<file path="src/rtl/anps_pkg.sv">
/*
 * Shared constants and types for the auto-negotiation partner status
 * register bank: register offsets, field positions, reset values and the
 * management request carrier.
 * Assumes a single core clock domain; no timing counts are needed.
 */
package anps_pkg;

	// Register offsets on the management register port
	localparam logic [4:0]  ANPS_OFS_PARTNER  = 5'h05;
	localparam logic [4:0]  ANPS_OFS_EXPANSN  = 5'h06;

	// Partner ability register field positions
	localparam int          ANPS_P_NP_BIT     = 15;
	localparam int          ANPS_P_RESV_HI    = 12;
	localparam int          ANPS_P_RESV_LO    = 10;
	localparam int          ANPS_P_TECH_HI    = 8;
	localparam int          ANPS_P_TECH_LO    = 5;
	localparam int          ANPS_P_SEL_HI     = 4;
	localparam int          ANPS_P_CW_SEL_HI  = 3;

	// Expansion register field positions
	localparam int          ANPS_X_RESV_HI    = 15;
	localparam int          ANPS_X_RESV_LO    = 5;
	localparam int          ANPS_X_PD_FAULT   = 4;
	localparam int          ANPS_X_LP_NP_ABLE = 3;
	localparam int          ANPS_X_NP_ABLE    = 2;
	localparam int          ANPS_X_PAGE_RCVD  = 1;
	localparam int          ANPS_X_LP_AN_ABLE = 0;

	// Selector codes
	localparam logic [4:0]  ANPS_SEL_ETHERNET = 5'h01;
	localparam logic [4:0]  ANPS_SEL_ISDN     = 5'h02;

	// Reset values
	localparam logic [15:0] ANPS_EXP_RESET    = 16'h0004;
	localparam logic [4:0]  ANPS_SEL_RESET    = 5'h00;
	localparam logic [3:0]  ANPS_TECH_RESET   = 4'h0;
	localparam logic [10:0] ANPS_AUX_RESET    = 11'h000;
	localparam logic [15:0] ANPS_ZERO16       = 16'h0000;

	// Management register request, one cycle per access
	typedef struct packed {
		logic        rd;     // Read strobe
		logic        wr;     // Write strobe
		logic [4:0]  addr;   // Register number
		logic [15:0] wdata;  // Write data
	} anps_mreq_t;

endpackage

</file>
<file path="src/rtl/anps_regs.sv">
/*
 * Auto-negotiation partner status register bank: the partner technology
 * and selector portion of the partner ability register and the expansion
 * register with its latching and live flags.
 * Assumes the serial management framing lives outside and presents one
 * request per cycle; negotiation events arrive as core-clock pulses.
 */
// Notes on behaviour
// - Partner technology bits load from received word
// - Reserved partner technology positions read zero
// - Selector shows received code; any five-bit value
// - Decode Ethernet and integrated-services selector codes
// - Expansion bits fifteen to five read zero
// - Override-write bits writable only under override
// - Set fault flag on undetermined partner technology
// - Fault flag latches until expansion read
// - Partner next-page flag follows received word
// - Local next-page-able flag always reads one
// - Page received flag sets on stored word
// - Expansion read clears page received flag
// - Partner negotiation-able flag sets on valid bursts
`timescale 1ns/1ps
`default_nettype none

module anps_regs
	import anps_pkg::*;
(
	input  wire logic        i_core_clk,     // Core clock, 20 MHz
	input  wire logic        i_arst_n,       // Async reset, active low
	input  wire anps_mreq_t  i_mreq,         // Management register request
	input  wire logic        i_cmd_override, // Command override bit
	input  wire logic        i_lcw_valid,    // Received word stored pulse
	input  wire logic [15:0] i_lcw,          // Received link code word
	input  wire logic        i_pd_fault,     // Parallel detection fault pulse
	input  wire logic        i_flp_ok,       // Valid burst seen pulse
	input  wire logic        i_an_restart,   // Negotiation restart pulse
	output logic [15:0]      o_rdata,        // Read data
	output logic             o_rd_valid,     // Read data valid pulse
	output logic [3:0]       o_partner_tech, // Partner technology bits
	output logic             o_sel_ethernet, // Partner selector is Ethernet
	output logic             o_sel_isdn,     // Partner selector is ISDN std
	output logic [10:0]      o_aux_bits      // Hidden override-write bits
);

	logic        rst_meta_q;   // Reset synchroniser stage one
	logic        rst_n_q;      // Synchronised reset
	logic [3:0]  tech_q;       // Partner technology bits
	logic [4:0]  sel_q;        // Partner selector field
	logic        lp_np_q;      // Partner next-page-able
	logic        lp_an_q;      // Partner negotiation-able
	logic [10:0] aux_q;        // Override-write storage
	logic        pd_fault_q;   // Latched parallel fault
	logic        page_rcvd_q;  // Latched page received
	logic        rd_exp;       // Read of expansion register
	logic        wr_partner;   // Override write to partner register
	logic        wr_exp;       // Override write to expansion register
	logic [15:0] partner_view; // Partner register read image
	logic [15:0] exp_view;     // Expansion register read image

	// Reset release through two flip-flops
	always_ff @(posedge i_core_clk or negedge i_arst_n) begin
		if (!i_arst_n) begin
			rst_meta_q <= 1'b0;
			rst_n_q    <= 1'b0;
		end else begin
			rst_meta_q <= 1'b1;
			rst_n_q    <= rst_meta_q;
		end
	end

	// Access decode
	assign rd_exp     = i_mreq.rd && (i_mreq.addr == ANPS_OFS_EXPANSN);
	assign wr_partner = i_mreq.wr && i_cmd_override
		&& (i_mreq.addr == ANPS_OFS_PARTNER);
	assign wr_exp     = i_mreq.wr && i_cmd_override
		&& (i_mreq.addr == ANPS_OFS_EXPANSN);

	// Partner technology bits follow each stored word
	always_ff @(posedge i_core_clk or negedge rst_n_q) begin
		if (!rst_n_q) begin
			tech_q <= ANPS_TECH_RESET;
		end else if (i_lcw_valid) begin
			tech_q <= i_lcw[ANPS_P_TECH_HI:ANPS_P_TECH_LO];
		end
	end

	// Selector: received code, low bits writable under override
	always_ff @(posedge i_core_clk or negedge rst_n_q) begin
		if (!rst_n_q) begin
			sel_q <= ANPS_SEL_RESET;
		end else if (i_lcw_valid) begin
			sel_q <= i_lcw[ANPS_P_SEL_HI:0];
		end else if (wr_partner) begin
			sel_q[ANPS_P_CW_SEL_HI:0] <=
				i_mreq.wdata[ANPS_P_CW_SEL_HI:0];
		end
	end

	// Partner next-page-able tracks the received word
	always_ff @(posedge i_core_clk or negedge rst_n_q) begin
		if (!rst_n_q) begin
			lp_np_q <= 1'b0;
		end else if (i_lcw_valid) begin
			lp_np_q <= i_lcw[ANPS_P_NP_BIT];
		end
	end

	// Partner negotiation-able: set by bursts, dropped on restart
	always_ff @(posedge i_core_clk or negedge rst_n_q) begin
		if (!rst_n_q) begin
			lp_an_q <= 1'b0;
		end else if (i_flp_ok) begin
			lp_an_q <= 1'b1;
		end else if (i_an_restart) begin
			lp_an_q <= 1'b0;
		end
	end

	// Hidden override-write storage behind reserved expansion bits
	always_ff @(posedge i_core_clk or negedge rst_n_q) begin
		if (!rst_n_q) begin
			aux_q <= ANPS_AUX_RESET;
		end else if (wr_exp) begin
			aux_q <= i_mreq.wdata[ANPS_X_RESV_HI:ANPS_X_RESV_LO];
		end
	end

	// Parallel detection fault, latching high
	anps_sticky u_pd_fault (
		.i_core_clk (i_core_clk),
		.i_rst_n    (rst_n_q),
		.i_set      (i_pd_fault),
		.i_clr      (rd_exp),
		.o_flag     (pd_fault_q)
	);

	// Page received, latching high
	anps_sticky u_page_rcvd (
		.i_core_clk (i_core_clk),
		.i_rst_n    (rst_n_q),
		.i_set      (i_lcw_valid),
		.i_clr      (rd_exp),
		.o_flag     (page_rcvd_q)
	);

	// Read images; reserved and omitted bits read zero
	always_comb begin
		partner_view = ANPS_ZERO16;
		partner_view[ANPS_P_TECH_HI:ANPS_P_TECH_LO] = tech_q;
		partner_view[ANPS_P_SEL_HI:0] = sel_q;
		exp_view = ANPS_EXP_RESET;
		exp_view[ANPS_X_PD_FAULT]    = pd_fault_q;
		exp_view[ANPS_X_LP_NP_ABLE]  = lp_np_q;
		exp_view[ANPS_X_PAGE_RCVD]   = page_rcvd_q;
		exp_view[ANPS_X_LP_AN_ABLE]  = lp_an_q;
	end

	// Read data, one cycle after the strobe; unmapped reads zero
	always_ff @(posedge i_core_clk or negedge rst_n_q) begin
		if (!rst_n_q) begin
			o_rdata    <= ANPS_ZERO16;
			o_rd_valid <= 1'b0;
		end else begin
			o_rd_valid <= i_mreq.rd;
			if (i_mreq.rd) begin
				case (i_mreq.addr)
					ANPS_OFS_PARTNER: begin
						o_rdata <= partner_view;
					end
					ANPS_OFS_EXPANSN: begin
						o_rdata <= exp_view;
					end
					default: begin
						o_rdata <= ANPS_ZERO16;
					end
				endcase
			end
		end
	end

	// Selector decode of the Ethernet and integrated-services codes
	always_ff @(posedge i_core_clk or negedge rst_n_q) begin
		if (!rst_n_q) begin
			o_sel_ethernet <= 1'b0;
			o_sel_isdn     <= 1'b0;
		end else begin
			o_sel_ethernet <= (sel_q == ANPS_SEL_ETHERNET);
			o_sel_isdn     <= (sel_q == ANPS_SEL_ISDN);
		end
	end

	assign o_partner_tech = tech_q;
	assign o_aux_bits     = aux_q;

	// Checks
	tech_load_a: assert property (@(posedge i_core_clk) disable iff (!rst_n_q)
		i_lcw_valid |=> o_partner_tech == $past(i_lcw[8:5]))
		else $error("partner technology not loaded");
	resv_zero_a: assert property (@(posedge i_core_clk) disable iff (!rst_n_q)
		i_mreq.rd && i_mreq.addr == 5'h05 |=> o_rd_valid && o_rdata[12:10] == 3'h0)
		else $error("partner reserved bits not zero");
	sel_load_a: assert property (@(posedge i_core_clk) disable iff (!rst_n_q)
		i_lcw_valid ##1 (i_mreq.rd && i_mreq.addr == 5'h05)
		|=> o_rdata[4:0] == $past(i_lcw[4:0], 2))
		else $error("selector not shown");
	sel_decode_a: assert property (@(posedge i_core_clk) disable iff (!rst_n_q)
		1'b1 |=> ((o_sel_ethernet == ($past(sel_q) == 5'h01))
			&& (o_sel_isdn == ($past(sel_q) == 5'h02))))
		else $error("selector decode wrong");
	exp_resv_a: assert property (@(posedge i_core_clk) disable iff (!rst_n_q)
		rd_exp |=> o_rdata[15:5] == 11'h000 && o_rdata[2])
		else $error("expansion reserved or local bit wrong");
	cw_block_a: assert property (@(posedge i_core_clk) disable iff (!rst_n_q)
		i_mreq.wr && !i_cmd_override && !i_lcw_valid |=> $stable(sel_q) && $stable(aux_q))
		else $error("override-write bits changed without override");
	pdf_latch_a: assert property (@(posedge i_core_clk) disable iff (!rst_n_q)
		i_pd_fault ##1 !rd_exp[*3] |-> pd_fault_q)
		else $error("fault flag not held");
	np_track_a: assert property (@(posedge i_core_clk) disable iff (!rst_n_q)
		i_lcw_valid |=> lp_np_q == $past(i_lcw[15]))
		else $error("partner next-page flag wrong");
	pr_clear_a: assert property (@(posedge i_core_clk) disable iff (!rst_n_q)
		rd_exp && !i_lcw_valid |=> !page_rcvd_q)
		else $error("page received not cleared by read");
	set_wins_a: assert property (@(posedge i_core_clk) disable iff (!rst_n_q)
		rd_exp && i_pd_fault |=> pd_fault_q)
		else $error("event lost against clear");
	pr_set_a: assert property (@(posedge i_core_clk) disable iff (!rst_n_q)
		i_lcw_valid |=> page_rcvd_q)
		else $error("page received not set");
	pdf_set_a: assert property (@(posedge i_core_clk) disable iff (!rst_n_q)
		i_pd_fault |=> pd_fault_q)
		else $error("fault flag not set");
	an_able_a: assert property (@(posedge i_core_clk) disable iff (!rst_n_q)
		i_flp_ok |=> lp_an_q)
		else $error("partner negotiation-able not set");

	load_then_read_c: cover property (@(posedge i_core_clk) disable iff (!rst_n_q)
		i_lcw_valid ##[1:4] rd_exp);
	clash_c: cover property (@(posedge i_core_clk) disable iff (!rst_n_q)
		rd_exp && i_lcw_valid);
	override_wr_c: cover property (@(posedge i_core_clk) disable iff (!rst_n_q)
		wr_partner);

endmodule

`default_nettype wire

</file>
<file path="src/rtl/anps_sticky.sv">
/*
 * One latching-high status flag: set by a hardware event, cleared by a
 * management read, with the event winning when both land together.
 * Assumes a synchronised active-low reset from the instantiating module.
 */
`timescale 1ns/1ps
`default_nettype none

module anps_sticky (
	input  wire logic i_core_clk,  // Core clock
	input  wire logic i_rst_n,     // Synchronised reset
	input  wire logic i_set,       // Event pulse
	input  wire logic i_clr,       // Clear-on-read pulse
	output logic      o_flag       // Latched flag
);

	// Set dominates clear so a coinciding event is kept
	always_ff @(posedge i_core_clk or negedge i_rst_n) begin
		if (!i_rst_n) begin
			o_flag <= 1'b0;
		end else if (i_set) begin
			o_flag <= 1'b1;
		end else if (i_clr) begin
			o_flag <= 1'b0;
		end
	end

endmodule

`default_nettype wire

</file>
<file path="config.mk">
export PLATFORM = sky130hd
export DESIGN_NAME = anps_regs
export DESIGN_NICKNAME = d
export VERILOG_FILES = /design/src/rtl/anps_pkg.sv /design/src/rtl/anps_regs.sv /design/src/rtl/anps_sticky.sv
export SDC_FILE = /design/constraint.sdc
export NUM_CORES = 1
export LEC_CHECK = 0
export BUFFER_PORTS_ARGS = -buffer_cell sky130_fd_sc_hd__buf_2
export CAP_MARGIN = 10
export CORE_MARGIN = 3
export CORE_UTILIZATION = 41
export CTS_CLUSTER_DIAMETER = 200
export DETAILED_ROUTE_END_ITERATION = 8
export PLACE_DENSITY = 0.75
export SYNTH_ARGS = -nofsm -noshare
export SYNTH_HDL_FRONTEND = slang
export SYNTH_SLANG_ARGS = --single-unit
</file>
<file path="constraint.sdc">
create_clock -name i_core_clk -period 1.1 [get_ports i_core_clk]
set_input_delay 0.055 -clock i_core_clk [delete_from_list [all_inputs] [get_ports i_core_clk]]
set_output_delay 0.055 -clock i_core_clk [all_outputs]
set_load 0.02 [all_outputs]
</file>
After elaboration in Yosys (flattened, before gate mapping)
Cells that the tools add are included.
{"block": "classes", "muxes": 8, "reduce_logical": 8, "eq_ne": 4}
{"op": "9-bit case mux with 2 select lines", "n": 1}
{"op": "5-bit by 3-bit equality test with 1-bit output, second input constant", "n": 2}
{"op": "4-bit two-way mux", "n": 2}
{"op": "2-bit nonzero test", "n": 4}
{"op": "5-bit by 1-bit equality test with 1-bit output, second input constant", "n": 1}
{"op": "5-bit by 2-bit equality test with 1-bit output, second input constant", "n": 1}
{"op": "1-bit two-way mux", "n": 5}
{"op": "1-bit logical AND", "n": 4}
{"block": "word_totals", "in_bits": 46, "register_bits": 45, "output_inout_bits": 34, "wordCells": 34}

Logic depth before layout (Yosys ltp)
{"block": "logic_depth", "word_depth": 4, "ltp_mapped": 4, "mapped_depth_nobuf": 3}

By module
From an unflattened synthesis, not the netlist that was laid out.
{"block": "hier_totals", "cells_unflattened": 122, "hier_area_um2": 1615.3}
{"mod": "anps_regs", "area_each_um2": 1542.7, "seq_area_each_um2": 900.9, "cells_per_inst": 116, "n_inst": 1}
{"mod": "anps_sticky", "area_each_um2": 36.3, "seq_area_each_um2": 25.0, "cells_per_inst": 3, "n_inst": 2}

Worst setup path before layout
No wires, ideal clock.
{"block": "synth_path", "path_kind": "input to register", "startpoint": "input port i_mreq[19] (netlist name)", "endpoint": "register aux_q[0], in the netlist o_aux_bits[0]", "path_buffers": 1, "required_ps": 975, "arrival_time_ps": 962, "path_slack_ps": 13, "setup_ps": 125, "cell_stages": 4, "cell_sequence": "nor3b_2 -> and4_4 -> buf_12 -> mux2_4"}
{"block": "synth_via", "elab_chain_cells": 2}
{"item": "from (decl)", "line": "anps_regs.sv:30", "text": "input wire anps_mreq_t i_mreq,"}
{"item": "5-bit by 3-bit equality test with 1-bit output", "line": "anps_regs.sv:76", "text": "&& (i_mreq.addr == ANPS_OFS_EXPANSN);"}
{"item": "1-bit logical AND", "line": "anps_regs.sv:76"}
{"item": "to (signal assigned)", "line": "anps_regs.sv:124", "text": "aux_q <= i_mreq.wdata[ANPS_X_RESV_HI:ANPS_X_RESV_LO];"}
{"item": "to (decl)", "line": "anps_regs.sv:51", "text": "logic [10:0] aux_q;"}
Every way passes these cells.
A chain may end at the register's enable or synchronous reset.

Worst setup path after layout
{"block": "layout_path", "startpoint": "register sel_q[4]", "endpoint": "register o_sel_isdn"}
{"block": "layout_via", "elab_chain_cells": 1}
{"item": "from (decl)", "line": "anps_regs.sv:48", "text": "logic [4:0] sel_q;"}
{"item": "from (signal assigned)", "line": "anps_regs.sv:92", "text": "sel_q <= i_lcw[ANPS_P_SEL_HI:0];"}
{"item": "from (signal, indexed assignment)", "line": "anps_regs.sv:94", "text": "sel_q[ANPS_P_CW_SEL_HI:0] <="}
{"item": "5-bit by 2-bit equality test with 1-bit output", "line": "anps_regs.sv:188", "text": "o_sel_isdn <= (sel_q == ANPS_SEL_ISDN);"}
{"item": "to (signal assigned)", "line": "anps_regs.sv:188"}
{"item": "to (decl)", "line": "anps_regs.sv:41", "text": "output logic o_sel_isdn,"}
Every way passes these cells.

==> qor.csv <==
stage,metric,value,unit
outcome,outcome,"finished, final reports clean",
place,place_inst,247,
floorplan,die_y,69.83,um
logic_synthesis,synth_cell_types,33,
critical_path,max_stage_delay,0.42,ns
grt,grt_pass1_vias,1191,
logic_synthesis,ys_seq_area_frac,0.5693,
critical_path,cp_cell_sequence,"or3_1, nor3b_1",
timing,maxSlewViolCount,0,
drt,wl,3.435,mm
timing,fin_setup_tns,0,ns
clock_network,htreeDepth,2,
timing,finClkSkew,0.002674,ns
clock_network,cts-root-buf,clkbuf_8,
timing,min_period,1.057,ns
min_path,holdPathStages,2,
timing,fin_crit_sh,0.9605,
logic_synthesis,synth_edf_count,0,
logic_synthesis,synth_most_common_cell,dfrtp_1,
critical_path,start_kind,flop,
critical_path,worstSetupEndpointType,flop,
logic_synthesis,synth_top_area_share,0.5693,
timing,fin_ws,0.04347,ns
critical_path,r2r_slack,0.04,ns
logic_synthesis,yosys.area.top_type,dfrtp_1,
place,place_congestion,0.7975,
critical_path,r2r-end,o_sel_isdn,
drt,via_per_inst,4.784,
logic_synthesis,synthXorXnorAreaFrac,0,
critical_path,worstPathRequired,1.29,ns
clock_network,cts_tree,built,
clock_network,cts.path.max_buffers,2,
power_and_ir_drop,power_density,1371,nW/um^2
run,cap_violations,0,
clock_network,clock_latency,0.27,ns
critical_path,worstPathArrival,1.25,ns
place,io_buffers,65,
floorplan,ioPinCount,80,
critical_path,critPathKind,flop to flop,
critical_path,critPathSlowestCell,or3_1,
logic_synthesis,yosys-top-cells-area,"dfrtp_1, mux2_4, mux2_2",
drt,drt-initial-drc-count,44,
grt,antenna_found_initial,0,
min_path,min_to,o_partner_tech[1],
min_path,hold_class,primary input to flop,
drt,dr_total_vias,1263,
critical_path,rr_worst_depth,2,
logic_synthesis,synthMuxAreaShare,0.1371,
timing,rsz0062_at_grt,false,
cells_and_area,final_util,0.5896,
timing,fmax,946.5,MHz
logic_synthesis,ys_ff_latch,38,
floorplan,die-width,69.83,um
cells_and_area,nets,261,
power_and_ir_drop,worst_ir_drop_vdd,0.0005879,V
logic_synthesis,yosysWarnings,0,
logic_synthesis,ys.flop_type,dfrtp_1,
cells_and_area,drive_gt1_frac,0.4676,
logic_synthesis,async_flop_share,1.000,
clock_network,clock_sinks,38,
logic_synthesis,syn-cell-area,1670,sq um
grt,grt_usage,0.1449,
cells_and_area,fin_area,2240,sq um
cells_and_area,syn_to_final_growth,34.08,%
logic_synthesis,synth_compound_area_frac,0.09139,
clock_network,post_cts_buffers,0,
floorplan,die_area,4876,sq um
grt,grt_max_degree,29,
drt,drc_errors,0,
critical_path,rr_startpoint,sel_q[4],
drt,ant_nets,0,
floorplan,core,3799,sq um
cells_and_area,antenna_cells,0,
grt,grt_pass1_wl,5.609,mm
logic_synthesis,synth_common_cells,"dfrtp_1, mux2_4, nand2_1",
clock_network,path_clk_slew,0.07,ns
cells_and_area,fill_cells,338,
logic_synthesis,synthCells,133,
floorplan,fp-row-count,22,
logic_synthesis,postSynthAreaPerCell,12.56,sq um
grt,grt_overflow,0,
clock_network,cts_inserted_buffers,5,
place,placed_area,2053,sq um
drt,dr.pass1.iters,4,
floorplan,start_util,0.4397,
critical_path,cp_max_fo,2,
cells_and_area,stdcell_count,264,
logic_synthesis,synthAdderAreaFrac,0,
timing,hold_viol,0,
drt,wl_per_cell,13.01,um
timing,setup_viol,0,
logic_synthesis,synth_top_family_by_area,multiplexers,
place,place_ws,-0.1595,ns
min_path,min_from,i_lcw[6],
place,dpl.hpwl,2.650,mm
logic_synthesis,yosys.area_share.simple,0.1296,
power_and_ir_drop,leakagePower,1.129,nW
-- registers in the layout (all words and copies together), names as in the netlist --
name,flops
o_aux_bits,11
o_rdata,9
sel_q,5
o_partner_tech,4
lp_an_q,1
lp_np_q,1
o_rd_valid,1
o_sel_ethernet,1
o_sel_isdn,1
rst_meta_q,1
rst_n_q,1
u_page_rcvd.o_flag,1
u_pd_fault.o_flag,1
-- through the flow --
step                      total power (W)  hold WS [ns]
final                            0.003071      0.009249
after global routing             0.003240      0.002679
after CTS                        0.003127     0.0001931
after detailed placement         0.002145       -0.1549
after global placement           0.002133       -0.1591
after floorplan                  0.001934       -0.2406
-- power breakdown --
group,internal (W),switching (W),leakage [nW],total [W]
combinational,0.000274,0.000289,0.606,0.000564
sequential,0.00151,0.0000675,0.474,0.00157
clock,0.000505,0.000428,0.0482,0.000933
total,0.00229,0.000785,1.13,0.00307
-- cells in the final DEF (no fill, tap or decap), drive strengths merged, types with 2 or more instances in the layout --
master,instances
nand2b,3
conb,8
a311o,2
nand3,4
a2bb2oi,3
clkbuf,7
inv,6
dlygate4sd3,9
o22ai,4
buf,72
nor2b,3
nand4,3
a21o,3
nor2,2
nand2,9
o21ai,4
mux2,17
a31oi,5
nor3,2
nor3b,3
dfrtp,38
-- worst max-delay path, delay by kind of cell, from the launching register on --
kind | cells | cell delay [ns]
AND/OR/NAND/NOR | 2 | 0.61
flip-flops | 1 | 0.37
-- cell type report --
cell class / instances / area [sq um] / share of cell area
clock inverters: 1 / 5.005 / 0.002235
repair buffers: 81 / 480.5 / 0.2145
well taps: 48 / 60.06 / 0.02682
flip-flops and latches: 38 / 952.2 / 0.4251
clock buffers: 7 / 86.33 / 0.03855
inverters: 6 / 22.52 / 0.01006
multi-input cells: 83 / 633.1 / 0.2827
-- how the worst max path moves through the flow --
stage,from,endpoint,slack (ns),cells past startpoint
after floorplan,i_mreq[19],o_aux_bits[0],0.01,4
after global placement,i_mreq[19],o_aux_bits[2],-0.14,4
after detailed placement,i_mreq[19],o_aux_bits[2],-0.16,4
after CTS,sel_q[4],o_sel_ethernet,0.03,2
after global routing,sel_q[4],o_sel_ethernet,0.02,2
final,sel_q[4],o_sel_isdn,0.04,2
-- routing by layer --
layer	up-vias	track usage	routed length (um)
met5	-	0	0
met4	0	0.06383	51
met3	4	0.03333	248
met2	50	0.2298	1638
met1	588	0.1885	1497
li1	621	-	-
-- cell families (layout without fill, tap and decap cells) --
group,count (synthesis),in the layout
buffers and inverters,18,95
AOI/OAI and AO/OA,22,22
and+or+nand+nor,36,36
DFF,38,38
muxes,17,17
other,2,8
-- timing repair --
| item | CTS | global route |
|---|---|---|
| endpoints found under the hold margin | 9 | 1 |
| hold buffers | 8 | 1 |
| resized for setup | 0 | 1 |
| endpoints found under the setup margin | 0 | 1 |
Note: power is estimated with default switching activity, not from simulation.
